<file path="src/chip_select_defs.svh">
// constants for the chip select and wait state decoder
// assumes inclusion by the decoder module
// Overview of operation
// - each select serves memory or io space
// - reset leaves every select in memory space
// - select never asserts unless enabled
// - memory match when lower<=addr[23:16]<=upper
// - lowest numbered matching select wins
// - on-chip ram suppresses memory selects
// - memory selects only during memory access
// - memory access drives select, memory_request_strobe, rd/wr
// - equal bounds cover one 64 KB page
// - select 0 resets to full range
// - io selects only during io instruction
// - io match on addr[11:4] equals lower
// - io decode ignores memory page base
// - no io select for addr[7:0] >= 80h
// - io access drives select, io_request_strobe, rd/wr
// - each select has 0..7 wait states
// - wait field ctl[7:5] stretches access
`ifndef CHIP_SELECT_DEFS_SVH
`define CHIP_SELECT_DEFS_SVH
`define CS_NUM          4
`define CS_WAIT_MSB     7
`define CS_WAIT_LSB     5
`define CS_IO_BIT       4
`define CS_EN_BIT       3
`define CS_MEM_HI       23
`define CS_MEM_LO       16
`define CS_IO_HI        11
`define CS_IO_LO        4
`define CS_PERIPH_BIT   7
`define CS0_LBR_RST     8'h00
`define CS0_UBR_RST     8'hFF
`define CS0_CTL_RST     8'hE8
`define LOWER_BOUND_BYTE_RST     8'h00
`define UPPER_BOUND_BYTE_RST     8'h00
`define SELECT_CONTROL_REGISTER_RST     8'h00
`define CS_WAIT_ZERO    3'h0
`endif

</file>
<file path="src/chip_select_pkg.sv">
// types for the chip select and wait state decoder
// uses nothing from chip_select_defs.svh
`default_nettype none
package chip_select_pkg;
  // one access request from the cpu side
  typedef struct packed {
    logic        mem;
    logic        io;
    logic        rd;
    logic        wr;
    logic [23:0] addr;
  } bus_req_t;
  // programming of one select
  typedef struct packed {
    logic [7:0] lower;
    logic [7:0] upper;
    logic [7:0] ctl;
  } cs_cfg_t;
  typedef enum logic [1:0] {
    ST_IDLE = 2'b00,
    ST_WAIT = 2'b01,
    ST_DONE = 2'b10
  } cs_state_t;
endpackage
`default_nettype wire

</file>
<file path="src/chip_select_wait_decoder.sv">
// chip select and wait state decoder, four selects
// assumes cpu holds a request until done pulses, and that
// config writes are pulses with one select index
`include "chip_select_defs.svh"
`default_nettype none
module chip_select_wait_decoder #(
  parameter int NUM_CS = `CS_NUM
) (
  input  wire logic                      sys_clk,
  input  wire logic                      rstn,
  input  wire chip_select_pkg::bus_req_t req,
  input  wire logic                      ram_hit,
  input  wire logic                      cfg_we,
  input  wire logic [1:0]                cfg_sel,
  input  wire chip_select_pkg::cs_cfg_t  cfg_wdata,
  output logic [NUM_CS-1:0]              select_out_n_ff,
  output logic                           memory_request_strobe_n_ff,
  output logic                           io_request_strobe_n_ff,
  output logic                           rd_n_ff,
  output logic                           wr_n_ff,
  output logic                           done_ff,
  output chip_select_pkg::cs_cfg_t       cfg_rdata_ff
);
  chip_select_pkg::cs_cfg_t  cfg_ff [NUM_CS];
  chip_select_pkg::cs_state_t state_ff;
  chip_select_pkg::cs_state_t nxt_state;
  logic [2:0]                wait_ff;
  logic [2:0]                nxt_wait;
  logic [NUM_CS-1:0]         hit;
  logic [NUM_CS-1:0]         win;
  logic [NUM_CS-1:0]         nxt_sel_n;
  logic [2:0]                win_wait;
  logic                      active;
  logic [NUM_CS-1:0]         en_vec;
  logic [3:0]                low_run_ff;
  wire  logic                io_periph;
  wire  logic                req_live;

  // peripheral registers own io addresses 80h..ffh
  // periph range blocks
  assign io_periph = req.addr[`CS_PERIPH_BIT];
  assign req_live  = (req.mem | req.io) & (req.rd | req.wr);

  genvar g;
  generate
    for (g = 0; g < NUM_CS; g++) begin : g_cs
      wire logic en  = cfg_ff[g].ctl[`CS_EN_BIT];
      wire logic sio = cfg_ff[g].ctl[`CS_IO_BIT];
      assign en_vec[g] = en;
      wire logic mhit = (req.addr[`CS_MEM_HI:`CS_MEM_LO] >= cfg_ff[g].lower)
                      & (req.addr[`CS_MEM_HI:`CS_MEM_LO] <= cfg_ff[g].upper);
      wire logic ihit = req.addr[`CS_IO_HI:`CS_IO_LO] == cfg_ff[g].lower;
      assign hit[g] = en & ((~sio & req.mem & ~ram_hit & mhit)
                          | (sio & req.io & ~io_periph & ihit));
      if (g == 0) begin : g_first
        assign win[g] = hit[g];
      end else begin : g_rest
        assign win[g] = hit[g] & ~|hit[g-1:0];
      end
      always_ff @(posedge sys_clk or negedge rstn) begin
        if (!rstn) begin
          cfg_ff[g].lower <= (g == 0) ? `CS0_LBR_RST : `LOWER_BOUND_BYTE_RST;
          cfg_ff[g].upper <= (g == 0) ? `CS0_UBR_RST : `UPPER_BOUND_BYTE_RST;
          cfg_ff[g].ctl   <= (g == 0) ? `CS0_CTL_RST : `SELECT_CONTROL_REGISTER_RST;
        end else if (cfg_we && cfg_sel == 2'(g)) begin
          cfg_ff[g] <= cfg_wdata;
        end
      end
    end
  endgenerate

  always_comb begin
    win_wait = `CS_WAIT_ZERO;
    for (int i = 0; i < NUM_CS; i++) begin
      if (win[i]) begin
        win_wait = cfg_ff[i].ctl[`CS_WAIT_MSB:`CS_WAIT_LSB];
      end
    end
  end

  assign active = req_live & |win;

  // idle -> wait (n cycles) -> done pulse -> idle; request must drop
  always_comb begin
    nxt_state = state_ff;
    nxt_wait  = wait_ff;
    nxt_sel_n = select_out_n_ff;
    case (state_ff)
      chip_select_pkg::ST_IDLE: begin
        nxt_sel_n = '1;
        if (active) begin
          nxt_sel_n = ~win;
          nxt_wait  = win_wait;
          nxt_state = (win_wait == `CS_WAIT_ZERO)
                    ? chip_select_pkg::ST_DONE : chip_select_pkg::ST_WAIT;
        end
      end
      chip_select_pkg::ST_WAIT: begin
        nxt_wait = wait_ff - 3'd1;
        if (wait_ff == 3'd1) begin
          nxt_state = chip_select_pkg::ST_DONE;
        end
      end
      chip_select_pkg::ST_DONE: begin
        nxt_sel_n = '1;
        nxt_state = chip_select_pkg::ST_IDLE;
      end
      default: begin
        nxt_sel_n = '1;
        nxt_state = chip_select_pkg::ST_IDLE;
      end
    endcase
  end

  wire logic strobe_on = (nxt_state != chip_select_pkg::ST_IDLE)
                       & (nxt_sel_n != '1);

  always_ff @(posedge sys_clk or negedge rstn) begin
    if (!rstn) begin
      state_ff                   <= chip_select_pkg::ST_IDLE;
      wait_ff                    <= `CS_WAIT_ZERO;
      select_out_n_ff            <= '1;
      memory_request_strobe_n_ff <= 1'b1;
      io_request_strobe_n_ff     <= 1'b1;
      rd_n_ff                    <= 1'b1;
      wr_n_ff                    <= 1'b1;
      done_ff                    <= 1'b0;
    end else begin
      state_ff                   <= nxt_state;
      wait_ff                    <= nxt_wait;
      select_out_n_ff            <= nxt_sel_n;
      memory_request_strobe_n_ff <= ~(strobe_on & req.mem);
      io_request_strobe_n_ff     <= ~(strobe_on & req.io);
      rd_n_ff                    <= ~(strobe_on & req.rd);
      wr_n_ff                    <= ~(strobe_on & req.wr & ~req.rd);
      done_ff                    <= (nxt_state == chip_select_pkg::ST_DONE);
    end
  end

  // readback of the selected configuration
  always_ff @(posedge sys_clk or negedge rstn) begin
    if (!rstn) begin
      cfg_rdata_ff <= '0;
    end else begin
      cfg_rdata_ff <= cfg_ff[cfg_sel];
    end
  end

  // helper count of cycles a select has been low
  always_ff @(posedge sys_clk or negedge rstn) begin
    if (!rstn) begin
      low_run_ff <= 4'h0;
    end else begin
      low_run_ff <= (select_out_n_ff != '1) ? low_run_ff + 4'h1 : 4'h0;
    end
  end
endmodule
`default_nettype wire

</file>
<file path="config.mk">
export PLATFORM = sky130hd
export DESIGN_NAME = chip_select_wait_decoder
export DESIGN_NICKNAME = d
export VERILOG_FILES = /design/src/chip_select_pkg.sv /design/src/chip_select_wait_decoder.sv
export VERILOG_INCLUDE_DIRS = /design/src /design/src/src
export SDC_FILE = /design/constraint.sdc
export NUM_CORES = 1
export LEC_CHECK = 0
export ABC_AREA = 1
export ABC_CLOCK_PERIOD_IN_PS = 2740
export BUFFER_PORTS_ARGS = -buffer_cell sky130_fd_sc_hd__buf_2
export CORE_ASPECT_RATIO = 0.6
export CORE_UTILIZATION = 59
export CTS_CLUSTER_DIAMETER = 60
export DETAILED_ROUTE_END_ITERATION = 10
export GPL_TIMING_DRIVEN = 0
export PLACE_DENSITY = 0.81
export SLEW_MARGIN = 10
export SYNTH_ARGS = -nofsm -noshare
export SYNTH_HDL_FRONTEND = slang
export SYNTH_SLANG_ARGS = --single-unit
</file>
<file path="constraint.sdc">
create_clock -name sys_clk -period 2.74 [get_ports sys_clk]
set_clock_uncertainty 0.15 [all_clocks]
set_input_delay 0.548 -clock sys_clk [delete_from_list [all_inputs] [get_ports sys_clk]]
set_output_delay 0.548 -clock sys_clk [all_outputs]
set_load 0.01 [all_outputs]
</file>
==> impl_metrics.sql <==
INSERT INTO impl_metrics (metric_group, metric, value, unit) VALUES
('grt', 'final_global_route_overflow_total', '0', ''),
('clocking', 'tritoncts', 'yes', ''),
('grt', 'wire_length_of_the_first_global_routing_pass', '34460', 'um'),
('drt', 'drtAntennaViolNets', '0', ''),
('layout', 'design.final.nets', '1143', ''),
('timing', 'timing.fmax', '379.0', 'MHz'),
('clocking', 'root_buffer', 'sky130_fd_sc_hd__clkbuf_16', ''),
('layout', 'area_growth', '18.62', '%'),
('clocking', 'cts_inserted_buffers', '17', ''),
('flow_run', 'cap_viol_max_count', '0', ''),
('status', 'status', 'completed', ''),
('place', 'dp_hpwl', '15720', 'um'),
('synthesis', 'post_synth_fa_ha_maj_area_fraction', '10.98', '%'),
('timing', 'final_min_period_over_clock_period', '96.29', '%'),
('drt', 'dr.pass1.iters', '5', ''),
('floorplanning', 'placement_rows', '31', ''),
('clocking', 'cts.reportedPaths.clkPinSlew', '60', 'ps'),
('place', 'gp_congestion', '0.9583', ''),
('floorplanning', 'io-pin-count', '91', ''),
('synthesis', 'synth_xor_area_share', '1.747', '%'),
('timing', 'timing.final.ws_setup', '101.7', 'ps'),
('drt', 'wl_per_cell', '18.51', 'um'),
('layout', 'sequential_cell_area', '3378', 'sq um'),
('synthesis', 'synthMostInstantiatedCell', 'sky130_fd_sc_hd__nand2_1', ''),
('timing', 'setup_violations', '0', ''),
('setup_path', 'timing.critical_path.arrival', '2800', 'ps'),
('setup_path', 'critical_path.max_fanout', '8', ''),
('synthesis', 'synth_compound_gate_area_share', '14.96', '%'),
('setup_path', 'setup.worst_path.end_class', 'flop', ''),
('setup_path', 'crit_path_start_kind', 'flop', ''),
('grt', 'groute.usage.overall', '35.33', '%'),
('drt', 'drcViolationCount', '0', ''),
('timing', 'layout_min_cycle_time', '2638', 'ps'),
('synthesis', 'synth-async-reset-ratio', '100.0', '%'),
('floorplanning', 'floorplan.die_area', '13220', 'sq um'),
('grt', 'grt_pass1_vias', '6470', ''),
('drt', 'drt_iter0_drc', '626', ''),
('synthesis', 'postSynthAreaPerCell', '8.265', 'sq um'),
('timing', 'report.final.hold_viol_count', '0', ''),
('place', 'buffer_ports.inserted', '81', ''),
('synthesis', 'synth.cell_area', '7521', 'sq um'),
('place', 'place_worst_setup_slack', '-241.2', 'ps'),
('synthesis', 'netlist_top_cells_count', 'sky130_fd_sc_hd__nand2_1 (239), sky130_fd_sc_hd__inv_1 (134), sky130_fd_sc_hd__dfrtp_1 (114)', ''),
('floorplanning', 'initial_utilization', '61.36', '%'),
('timing', 'timing.max_slew.rel_slack', '52.60', '%'),
('clocking', 'max-clock-path-buffers', '2', ''),
('synthesis', 'dominantRegCellSynth', 'sky130_fd_sc_hd__dfrtp_1', ''),
('synthesis', 'yosysUniqueCellTypes', '36', ''),
('synthesis', 'synth.yosys.warnings', '0', ''),
('synthesis', 'largest_family_of_logic_cells_by_synthesized_area', 'simple AND/OR/NAND/NOR gates', ''),
('floorplanning', 'floorplan.core_area', '12260', 'sq um'),
('synthesis', 'netlist.area_leader.share', '37.93', '%'),
('power_and_ir_drop', 'power.density', '703.6', 'nW/um^2'),
('layout', 'filler_cells_inserted', '943', ''),
('drt', 'wirelength', '22160', 'um'),
('grt', 'antenna_violations_before_repair', '0', ''),
('place', 'place_area', '8167', 'sq um'),
('synthesis', 'ys_seq_area_share', '44.92', '%'),
('timing', 'timing_max_transition_violations_final', '0', ''),
('grt', 'grt_max_degree', '90', ''),
('synthesis', 'postSynthRegisterBits', '134', ''),
('layout', 'insertedDiodeCount', '0', ''),
('clocking', 'tritoncts_num_sinks', '134', ''),
('timing', 'tightest_slew', '708.5', 'ps'),
('setup_path', 'timing.setup.critical_path_class', 'reg -> reg', ''),
('setup_path', 'cp_data_required_time', '2900', 'ps'),
('synthesis', 'post_synth_mux_area_share', '0', '%'),
('synthesis', 'postSynthCellCount', '910', ''),
('synthesis', 'syn_nets', '1034', ''),
('layout', 'layout.core_utilization', '72.78', '%'),
('place', 'numPlacedInstances', '1157', '');
timing repair:
item / CTS / global route
setup buffers: 0 / 8
resized for setup: 0 / 25
hold buffers: 1 / 0
setup endpoints to repair: 0 / 15
hold endpoints to repair: 34 / 0
per-layer routing:
metal  share of wire [%]  vias up  wire length (um)  track usage (%)
li1                    -     3195                 -                -
met1                  43     3284              9635            51.17
met2                  42      433              9299            51.29
met3                  12       51              2758            8.571
met4                 2.1        0               465            13.96
met5                   0        -                 0                0
power breakdown:
part	switching (mW)	total (mW)	internal [mW]	leakage, nW
registers	0.254	2.57	2.32	1.64
clock network	0.928	2.28	1.35	0.286
logic	0.885	1.43	0.545	2.68
stage by stage:
step / power, mW / hold WS (ps) / TNS, ps
final: 6.276 / 129.6 / 0
after global routing: 6.608 / 132.4 / -27.16
after CTS: 6.200 / 125.6 / 0
after detailed placement: 3.922 / 294.9 / -6389
after global placement: 3.849 / 292.4 / -94380
after floorplan: 3.411 / 102.4 / 0
final cells by class:
cell class                      instances  share of cell area [%]
Multi-Input combinational cell        608                   40.39
Sequential cell                       134                   37.87
Inverter                              141                   6.017
Timing Repair Buffer                   91                   5.708
Clock buffer                           18                   4.811
Tap cell                              165                   2.314
Clock inverter                         14                   1.697
Buffer                                 26                   1.192
logic make-up after synthesis:
family | count (synthesis)
AND/OR/NAND/NOR | 339
flip-flops | 134
AO/OA/AOI/OAI | 188
XOR/XNOR | 15
buffers and inverters | 168
adder cells (fa/ha/maj) | 66
sequential cells by signal (all words and copies together) (netlist names):
name	flops
cfg_ff	96
cfg_rdata_ff	24
done_ff	1
io_request_strobe_n_ff	1
memory_request_strobe_n_ff	1
rd_n_ff	1
select_out_n_ff	4
state_ff	2
wait_ff	3
wr_n_ff	1
critical path, stage by stage, from the launching register on:
cell	delay (ps)
sky130_fd_sc_hd__dfstp_2	550
sky130_fd_sc_hd__inv_1	70
sky130_fd_sc_hd__ha_4	280
sky130_fd_sc_hd__nand2_1	80
sky130_fd_sc_hd__nor2_2	130
sky130_fd_sc_hd__nand2_1	70
sky130_fd_sc_hd__nand2_1	70
sky130_fd_sc_hd__nand2_2	70
sky130_fd_sc_hd__nand3_2	60
sky130_fd_sc_hd__nand2_2	70
sky130_fd_sc_hd__nand2_4	150
sky130_fd_sc_hd__clkinvlp_4	160
sky130_fd_sc_hd__nand2_1	80
sky130_fd_sc_hd__nand2_1	50
sky130_fd_sc_hd__nand2_1	60
sky130_fd_sc_hd__nand2_1	60
sky130_fd_sc_hd__nor2_2	160
sky130_fd_sc_hd__nand3_4	110
sky130_fd_sc_hd__nand2_2	70
sky130_fd_sc_hd__a21oi_2	40
final timing paths:
kind | end | cells after the start | startpoint | slack, ps
worst max-delay path | state_ff[0] | 19 | cfg_ff[85] | 100
worst min-delay path | memory_request_strobe_n_ff | 2 | req[27] | 130
worst max register to register | state_ff[0] | 19 | cfg_ff[85] | 100
worst min register to register | state_ff[0] | 1 | state_ff[1] | 300
max in group asynchronous | cfg_ff[79] | 3 | rstn | 1160
min in group asynchronous | cfg_ff[36] | 2 | rstn | 460
cell usage in the layout (no fill, tap or decap), types with 3 or more instances in the layout:
cell,Yosys,routed
sky130_fd_sc_hd__a21o_1,3,3
sky130_fd_sc_hd__a21oi_1,26,24
sky130_fd_sc_hd__a21oi_2,2,4
sky130_fd_sc_hd__a22oi_1,29,29
sky130_fd_sc_hd__buf_2,2,82
sky130_fd_sc_hd__buf_4,1,9
sky130_fd_sc_hd__clkbuf_1,24,22
sky130_fd_sc_hd__clkbuf_16,0,17
sky130_fd_sc_hd__clkinv_2,0,4
sky130_fd_sc_hd__clkinv_4,0,4
sky130_fd_sc_hd__clkinvlp_4,0,3
sky130_fd_sc_hd__dfrtp_1,114,114
sky130_fd_sc_hd__dfstp_2,20,20
sky130_fd_sc_hd__ha_1,66,64
sky130_fd_sc_hd__inv_1,134,133
sky130_fd_sc_hd__inv_2,5,5
sky130_fd_sc_hd__nand2_1,239,234
sky130_fd_sc_hd__nand2_2,3,8
sky130_fd_sc_hd__nand3_1,13,12
sky130_fd_sc_hd__nand4_1,13,13
sky130_fd_sc_hd__nor2_1,47,44
sky130_fd_sc_hd__nor2_2,4,5
sky130_fd_sc_hd__nor2_4,1,3
sky130_fd_sc_hd__nor3_1,7,7
sky130_fd_sc_hd__o211ai_1,4,4
sky130_fd_sc_hd__o21a_1,5,5
sky130_fd_sc_hd__o21ai_0,97,97
sky130_fd_sc_hd__o221ai_1,16,16
sky130_fd_sc_hd__o22ai_1,5,4
sky130_fd_sc_hd__xor2_1,14,14
No activity file was read; power rests on OpenSTA's default activity.
